--- src/range_pkg.sv ---
// Constants shared by the group B input range register block.
package range_pkg;

	// APB geometry and register indices; byte address is four times the index.
	localparam int          APB_ADDR_WIDTH = 12;
	localparam int          APB_DATA_WIDTH = 32;
	localparam logic [5:0]  LOWER_INDEX    = 6'h06;
	localparam logic [5:0]  UPPER_INDEX    = 6'h07;
	localparam logic [11:0] LOWER_BYTE_ADDR = {4'h0, LOWER_INDEX, 2'h0};
	localparam logic [11:0] UPPER_BYTE_ADDR = {4'h0, UPPER_INDEX, 2'h0};

	// Field positions within the 16-bit register word.
	localparam int DIR_BIT    = 15;
	localparam int ADDR_MSB   = 14;
	localparam int ADDR_LSB   = 9;
	localparam int RSVD_BIT   = 8;
	localparam int RANGE_MSB  = 7;
	localparam int CODE_WIDTH = 2;
	localparam int CHANNELS   = 4;

	// Values after reset.
	localparam logic [7:0]  RANGE_RESET = 8'hFF;
	localparam logic [15:0] LOWER_RESET = 16'h0CFF;
	localparam logic [15:0] UPPER_RESET = 16'h0EFF;

	// Span codes and their one-hot decode {10 V, 5 V, 2.5 V}.
	localparam logic [1:0] SPAN_10V_LOW  = 2'h0;
	localparam logic [1:0] SPAN_2V5      = 2'h1;
	localparam logic [1:0] SPAN_5V       = 2'h2;
	localparam logic [1:0] SPAN_10V_HIGH = 2'h3;
	localparam logic [2:0] ONEHOT_10V    = 3'h4;
	localparam logic [2:0] ONEHOT_5V     = 3'h2;
	localparam logic [2:0] ONEHOT_2V5    = 3'h1;

endpackage

--- src/range_cell.sv ---
// One self-addressed range register holding four 2-bit span codes.
`timescale 1ns/1ps
`default_nettype none
module range_cell
	import range_pkg::*;
#(
	parameter logic [5:0] SELF_ADDR = LOWER_INDEX
) (
	input  wire logic        pclk,
	input  wire logic        presetn,
	input  wire logic        wr_en,
	input  wire logic [15:0] wr_word,
	output var  logic [7:0]  ranges
);

	typedef struct packed {
		logic [7:0] ranges;
	} cell_state_t;

	cell_state_t state;
	cell_state_t next_state;

	////////////////////////////////////////////////////////////////////////////////
	always_comb begin
		next_state = state;
		// Only a write-direction word naming this register changes the codes.
		if (wr_en && wr_word[DIR_BIT] && wr_word[ADDR_MSB:ADDR_LSB] == SELF_ADDR) begin
			next_state.ranges = wr_word[RANGE_MSB:0];
		end
	end

	always_ff @(posedge pclk or negedge presetn) begin
		if (!presetn) begin
			state.ranges <= RANGE_RESET;
		end else begin
			state <= next_state;
		end
	end

	assign ranges = state.ranges;

endmodule
`default_nettype wire

--- src/group_b_range_regs.sv ---
// APB register bank holding the group B input range codes.
// Behaviour
// - bit 15 of a word selects direction, 0 read, 1 write.
// - bits 14 to 9 carry the target register address.
// - each register reads back its own address, 6 lower, 7 upper.
// - upper register sits at index 7 and resets to 0xEFF.
// - bit 8 is reserved and always reads zero.
// - span codes 00 and 11 give 10 V, 01 gives 2.5 V, 10 gives 5 V.
// - lower register bits 7..0 hold channels three..zero, reset 11b each.
// - upper register bits 7..0 hold channels seven..four, reset 11b each.
// - lower register sits at index 6 and resets to 0xCFF.
//
// Added by the designer: the APB register port.
`timescale 1ns/1ps
`default_nettype none
module group_b_range_regs
	import range_pkg::*;
#(
	parameter int DATA_WIDTH = APB_DATA_WIDTH
) (
	input  wire logic                      pclk,
	input  wire logic                      presetn,
	input  wire logic                      psel,
	input  wire logic                      penable,
	input  wire logic                      pwrite,
	input  wire logic [APB_ADDR_WIDTH-1:0] paddr,
	input  wire logic [DATA_WIDTH-1:0]     pwdata,
	input  wire logic [DATA_WIDTH/8-1:0]   pstrb,
	output var  logic                      pready,
	output var  logic [DATA_WIDTH-1:0]     prdata,
	output var  logic                      pslverr,
	output var  logic [1:0]                b_input0_span_code,
	output var  logic [1:0]                b_input1_span_code,
	output var  logic [1:0]                b_input2_span_code,
	output var  logic [1:0]                b_input3_span_code,
	output var  logic [1:0]                b_input4_span_code,
	output var  logic [1:0]                b_input5_span_code,
	output var  logic [1:0]                b_input6_span_code,
	output var  logic [1:0]                b_input7_span_code,
	output var  logic [23:0]               b_span_onehot
);

	if (DATA_WIDTH != 32) begin : g_width_check
		$error("group_b_range_regs supports only a 32-bit APB data bus.");
	end

	typedef struct packed {
		logic        pready;
		logic [31:0] prdata;
		logic        pslverr;
		logic [23:0] onehot;
		logic        booted;
	} bank_state_t;

	bank_state_t state;
	bank_state_t next_state;

	logic [7:0]  lower_ranges;
	logic [7:0]  upper_ranges;
	logic [15:0] lower_word;
	logic [15:0] upper_word;
	logic        hit_lower;
	logic        hit_upper;
	logic        access;
	logic        wr_en;
	logic [15:0] cmd_word;

	////////////////////////////////////////////////////////////////////////////////
	// Span decode.

	function automatic logic [2:0] span_onehot(input logic [1:0] code);
		logic [2:0] result;
		result = ONEHOT_10V;
		case (code)
			SPAN_10V_LOW:  result = ONEHOT_10V;
			SPAN_2V5:      result = ONEHOT_2V5;
			SPAN_5V:       result = ONEHOT_5V;
			SPAN_10V_HIGH: result = ONEHOT_10V;
			default:       result = ONEHOT_10V;
		endcase
		return result;
	endfunction

	////////////////////////////////////////////////////////////////////////////////
	// Address decode and write strobe.

	assign hit_lower = (paddr == LOWER_BYTE_ADDR);
	assign hit_upper = (paddr == UPPER_BYTE_ADDR);
	assign access    = psel && penable;
	assign cmd_word  = pwdata[15:0];
	// The command word spans both low byte lanes, so both must be enabled.
	assign wr_en     = access && pwrite && state.pready && (hit_lower || hit_upper)
		&& (pstrb[1:0] == 2'h3);

	// Read words: fixed self address, reserved bit zero, direction reads zero.
	assign lower_word = {1'b0, LOWER_INDEX, 1'b0, lower_ranges};
	assign upper_word = {1'b0, UPPER_INDEX, 1'b0, upper_ranges};

	range_cell #(
		.SELF_ADDR (LOWER_INDEX)
	) group_b_lower_channel_ranges (
		.pclk    (pclk),
		.presetn (presetn),
		.wr_en   (wr_en),
		.wr_word (cmd_word),
		.ranges  (lower_ranges)
	);

	range_cell #(
		.SELF_ADDR (UPPER_INDEX)
	) group_b_upper_channel_ranges (
		.pclk    (pclk),
		.presetn (presetn),
		.wr_en   (wr_en),
		.wr_word (cmd_word),
		.ranges  (upper_ranges)
	);

	////////////////////////////////////////////////////////////////////////////////
	// APB answer: one wait state, then pready with registered data.

	always_comb begin
		next_state         = state;
		next_state.booted  = 1'b1;
		next_state.pready  = access && !state.pready;
		next_state.pslverr = 1'b0;
		next_state.prdata  = 32'h0000_0000;
		if (access && !state.pready) begin
			next_state.pslverr = !(hit_lower || hit_upper);
			if (!pwrite && hit_lower) begin
				next_state.prdata = {16'h0000, lower_word};
			end else if (!pwrite && hit_upper) begin
				next_state.prdata = {16'h0000, upper_word};
			end
		end
		for (int i = 0; i < CHANNELS; i++) begin
			next_state.onehot[3*i +: 3]      = span_onehot(lower_ranges[2*i +: 2]);
			next_state.onehot[12 + 3*i +: 3] = span_onehot(upper_ranges[2*i +: 2]);
		end
	end

	always_ff @(posedge pclk or negedge presetn) begin
		if (!presetn) begin
			state.pready  <= 1'b0;
			state.prdata  <= 32'h0000_0000;
			state.pslverr <= 1'b0;
			state.onehot  <= {8{ONEHOT_10V}};
			state.booted  <= 1'b0;
		end else begin
			state <= next_state;
		end
	end

	assign pready             = state.pready;
	assign prdata             = state.prdata;
	assign pslverr            = state.pslverr;
	assign b_span_onehot      = state.onehot;
	assign b_input0_span_code = lower_ranges[1:0];
	assign b_input1_span_code = lower_ranges[3:2];
	assign b_input2_span_code = lower_ranges[5:4];
	assign b_input3_span_code = lower_ranges[7:6];
	assign b_input4_span_code = upper_ranges[1:0];
	assign b_input5_span_code = upper_ranges[3:2];
	assign b_input6_span_code = upper_ranges[5:4];
	assign b_input7_span_code = upper_ranges[7:6];

	////////////////////////////////////////////////////////////////////////////////
	// Checks.

	dir_read_hold_a: assert property (@(posedge pclk) disable iff (!presetn)
		(wr_en && !cmd_word[DIR_BIT]) |=> $stable(lower_ranges) && $stable(upper_ranges))
		else $error("Read-direction word changed a range register.");

	addr_select_a: assert property (@(posedge pclk) disable iff (!presetn)
		(wr_en && cmd_word[DIR_BIT] && cmd_word[ADDR_MSB:ADDR_LSB] == UPPER_INDEX)
		|=> $stable(lower_ranges))
		else $error("Write aimed at the upper register touched the lower one.");

	self_addr_a: assert property (@(posedge pclk) disable iff (!presetn)
		(access && !pwrite && hit_upper && !state.pready)
		|=> pready && prdata[ADDR_MSB:ADDR_LSB] == UPPER_INDEX)
		else $error("Upper register did not report its own address.");

	upper_reset_a: assert property (@(posedge pclk) disable iff (!presetn)
		!state.booted |-> upper_word == UPPER_RESET)
		else $error("Upper register reset value is wrong.");

	reserved_zero_a: assert property (@(posedge pclk) disable iff (!presetn)
		pready |-> !prdata[RSVD_BIT] && !prdata[DIR_BIT])
		else $error("Reserved or direction bit read back as one.");

	span_decode_a: assert property (@(posedge pclk) disable iff (!presetn)
		(lower_ranges[1:0] == SPAN_2V5) |=> b_span_onehot[2:0] == ONEHOT_2V5)
		else $error("Channel zero span decode is wrong.");

	lower_write_a: assert property (@(posedge pclk) disable iff (!presetn)
		(wr_en && cmd_word[DIR_BIT] && cmd_word[ADDR_MSB:ADDR_LSB] == LOWER_INDEX)
		|=> lower_ranges == $past(pwdata[7:0])
		##1 b_span_onehot[2:0] == span_onehot(lower_ranges[1:0]))
		else $error("Lower register write did not land.");

	upper_write_a: assert property (@(posedge pclk) disable iff (!presetn)
		(wr_en && cmd_word[DIR_BIT] && cmd_word[ADDR_MSB:ADDR_LSB] == UPPER_INDEX)
		|=> upper_ranges == $past(pwdata[7:0]))
		else $error("Upper register write did not land.");

	lower_reset_a: assert property (@(posedge pclk) disable iff (!presetn)
		!state.booted |-> lower_word == LOWER_RESET)
		else $error("Lower register reset value is wrong.");

	field_fixed_a: assert property (@(posedge pclk) disable iff (!presetn)
		(wr_en && cmd_word[ADDR_MSB:ADDR_LSB] != LOWER_INDEX
			&& cmd_word[ADDR_MSB:ADDR_LSB] != UPPER_INDEX)
		|=> $stable(lower_ranges) && $stable(upper_ranges))
		else $error("Write with a foreign address field changed a register.");

endmodule
`default_nettype wire

--- config.mk ---
export PLATFORM = sky130hd
export DESIGN_NAME = group_b_range_regs
export DESIGN_NICKNAME = d
export VERILOG_FILES = /design/src/range_pkg.sv /design/src/range_cell.sv /design/src/group_b_range_regs.sv
export SDC_FILE = /design/constraint.sdc
export NUM_CORES = 1
export LEC_CHECK = 0
export BUFFER_PORTS_ARGS = -buffer_cell sky130_fd_sc_hd__clkbuf_2
export CAP_MARGIN = 20
export CORE_MARGIN = 5
export CORE_UTILIZATION = 48
export CTS_BUF_LIST = sky130_fd_sc_hd__clkbuf_8
export DETAILED_ROUTE_END_ITERATION = 8
export MAX_ROUTING_LAYER = met4
export PLACE_DENSITY = 0.88
export REMOVE_ABC_BUFFERS = 1
export SYNTH_ARGS = -nofsm -noshare
export SYNTH_HDL_FRONTEND = slang
export SYNTH_SLANG_ARGS = --single-unit
--- constraint.sdc ---
create_clock -name pclk -period 3.9 [get_ports pclk]
set_input_delay 1.17 -clock pclk [delete_from_list [all_inputs] [get_ports pclk]]
set_output_delay 1.17 -clock pclk [all_outputs]
set_load 0.03 [all_outputs]
==> summary.txt <==
Yosys
  – Largest cells by area after synthesis: dfrtp_1 32%, dfstp_2 29%, ha_1 9.2%
  – Synth Instances: ~160
  – YS warnings: 0
  – Area leader, netlist: dfrtp_1
  – Synth top area share: 32.15%
  – Asr flop ratio synth: 100.0%
  – Post-Syn Area per Cell: roughly 14 sq um
  – Post-synthesis sequential area ratio: 61.08%
  – FF+latch count, synth: 52
  – Area of the mapped netlist: roughly 2200 sq um
  – Post-synth EDFFs: 0
  – Top_reg_cell synth: dfrtp_1
  – Unique masters post-synth: 22

Clocking
  – Clock buffer depth: 2
  – Clock sinks: between 50 and 60
  – PostCTS Resize Cnt: 0
  – CTS H-Tree Depth: 2
  – Clock Latency Late Sink: slightly below 0.3 ns
  – CTS root buffer: clkbuf_8
  – Hold buffer count at cts: 0
  – Postcts setup bufs: 0
  – CTS tree: built
  – Reg clk slew, reported paths: roughly 0.09 ns
  – Clock buffer count from CTS: 5

Placed design
  – RD Place Congestion: 0.7322
  – Detailed placer's ending HPWL: 3218 microns
  – Area of placed instances: around 2600 sq um
  – Port bufs: 86

Timing
  – Final hold viol count: 0
  – TNS Setup: 0 ns
  – Final setup fails: 0
  – RSZ-0062 raised after global routing: no
  – Fin. max-slew vios: 0
  – Period utilisation layout: 69.36%
  – Slew @ Worst Pin: 0.7631 ns
  – Slew HR: 49.12%
  – Clock skew: about 0.0013 ns
  – Min Tclk post-route: 2.705 ns
  – Fmax: 369.7 MHz

Pwr
  – Leakage power: 1.454 nW
  – Worst vdd ir: 0.2194 mV
  – Cell Pwr Density: 366.1 nW/um^2

Setup path
  – Reg2reg start: pready$_DFF_PN0_
  – Crit Path Class: input pin to register
  – Worst R2R Path Depth: 4
  – WP data required: roughly 4.1 ns
  – Startpoint Class: input pin
  – Crit path DAT: 2.93 ns
  – Reg2Reg Setup Slack: 2.24 ns
  – Reg2Reg Capture Point: group_b_lower_channel_ranges.ranges[0]$_DFFE_PN1P_
  – Setup crit end kind: register
  – Crit-path max FO: 8

GRT
  – Number of antenna violations at the first check in global routing: 0
  – Vias in the first global route: around 1500
  – First-pass GRT wire length: 6982 microns
  – Largest net degree at the start of global routing: 34
  – Grt total ovfl: 0
  – GRT Overall Usage: 15.04%

Min path
  – Hold Path Class: register to register
  – Hold Crit Depth: 2
  – Hold EP: prdata[5]$_DFF_PN0_
  – Worst hold start: group_b_lower_channel_ranges.ranges[5]$_DFFE_PN1P_

Drt
  – Residual DRC: 0
  – Detailed Route Iter0 Violations: 34
  – Avg Vias per Cell: 4.465
  – Routed Antenna Nets: 0
  – Final WL: 4076 microns
  – Via count: ~1400
  – Wirelength per Cell: 13.45 microns
  – DRT Pass-1 Iters: 4

Cells and area
  – N_diodes: 0
  – Final instance area: 2719 sq um
  – Nets: approximately 320
  – # fillers: 366
  – Layout cell share with drive strength beyond 1: 54.98%
  – P&R area growth vs syn: 24.74%
  – Final Util: between 60% and 70%

Die
  – Total I/O pin count: about 130
  – Core footprint: roughly 4400 sq um
  – Num rows: 24
  – Die height: 77.39 microns
  – Die extent in x: 77.39 microns
  – Starting density of the core: between 40% and 50%
  – Die Area: around 6000 sq um

Flow run
  – Max cap viols: 0

Outcome
  – Outcome: completed
## metrics by stage
| step | worst slack [ns] | total power, mW | instances | hold WS, ns |
|---|---|---|---|---|
| after floorplan | 1.192 | 0.5846 | 155 | 0.6337 |
| after global placement | 0.9148 | 0.6171 | 295 | 0.5704 |
| after detailed placement | 0.8516 | 0.6183 | 295 | 0.5833 |
| after CTS | 1.166 | 1.008 | 303 | 0.6030 |
| after global routing | 1.136 | 1.043 | 303 | 0.6205 |
| final | 1.195 | 0.9953 | 303 | 0.6003 |
## cell families (layout without fill, tap and decap cells)
family                   Yosys count  after routing  synth area share, %
adder cells (fa/ha/maj)           16             16                9.185
multiplexers                      24             24                11.94
AND/OR/NAND/NOR                   23             23                6.430
flip-flops                        52             52                61.08
buffers and inverters             43            115                11.19
other                              1             21               0.1721
## cell usage in the layout (no fill, tap or decap)
cell,Yosys,routed
and3_1,1,1
buf_4,22,2
bufinv_16,0,1
clkbuf_2,0,86
clkbuf_8,0,7
conb_1,1,21
dfrtp_1,28,28
dfstp_2,24,24
ha_1,16,16
inv_1,19,19
mux2_2,16,16
mux2i_1,8,8
nand3_1,2,2
nand3b_1,1,1
nand4_1,2,2
nor2_1,10,10
nor3_1,1,1
nor3_2,1,1
nor3b_4,1,1
nor4_1,1,1
nor4bb_1,1,1
or3_1,1,1
or4b_1,1,1
## final cells by class
cell class	count	area [sq um]	share of cell area, %
flip-flops and latches	52	1331	48.96
multi-input cells	84	679.4	24.99
repair buffers	88	445.4	16.38
clock buffers	7	96.34	3.543
inverters	19	71.32	2.623
well taps	52	65.06	2.393
clock inverters	1	30.03	1.104
## registers in the layout, summed over array words and instances, names as in the netlist
signal	flops
b_span_onehot	24
prdata	10
group_b_lower_channel_ranges.ranges	8
group_b_upper_channel_ranges.ranges	8
pready	1
pslverr	1
## synthesized netlist by cell type (all sizes together) (2+ instances only)
cell / instances
buf: 23
dfrtp: 28
dfstp: 24
ha: 16
inv: 19
mux2: 16
mux2i: 8
nand3: 2
nand4: 2
nor2: 10
nor3: 2
## worst max path at each step
stage          startpoint                                                  to  slack [ns]
3_3_place_gp   pwdata[12]  group_b_lower_channel_ranges.ranges[6]$_DFFE_PN1P_        0.91
3_5_place_dp   pwdata[12]  group_b_lower_channel_ranges.ranges[0]$_DFFE_PN1P_        0.85
2_1_floorplan  pwdata[12]  group_b_lower_channel_ranges.ranges[0]$_DFFE_PN1P_        1.19
5_1_grt        pwdata[12]  group_b_lower_channel_ranges.ranges[0]$_DFFE_PN1P_        1.14
6_report       pwdata[12]  group_b_lower_channel_ranges.ranges[0]$_DFFE_PN1P_        1.20
4_1_cts        pwdata[12]  group_b_lower_channel_ranges.ranges[0]$_DFFE_PN1P_        1.17
## layer usage
metal / vias up / share of wire [%] / global-route usage (%) / wire (microns)
li1: 646 / - / - / -
met1: 631 / 36 / 16.11 / 1475
met2: 71 / 54 / 27.53 / 2211
met3: 5 / 8.3 / 3.588 / 339
met4: 0 / 1.2 / 4.124 / 50
met5: - / 0 / - / 0
## critical path: stages
cell	delay (ns)
clkbuf_2	0.08
or4b_1	0.54
nor3_2	0.23
nor3b_4	0.51
mux2_2	0.40
## power breakdown
part	switching [mW]	total [mW]	internal, mW
clock network	0.161	0.387	0.226
registers	0.000632	0.542	0.541
logic	0.0495	0.0664	0.0170
Note: power is estimated with default switching activity, not from simulation.
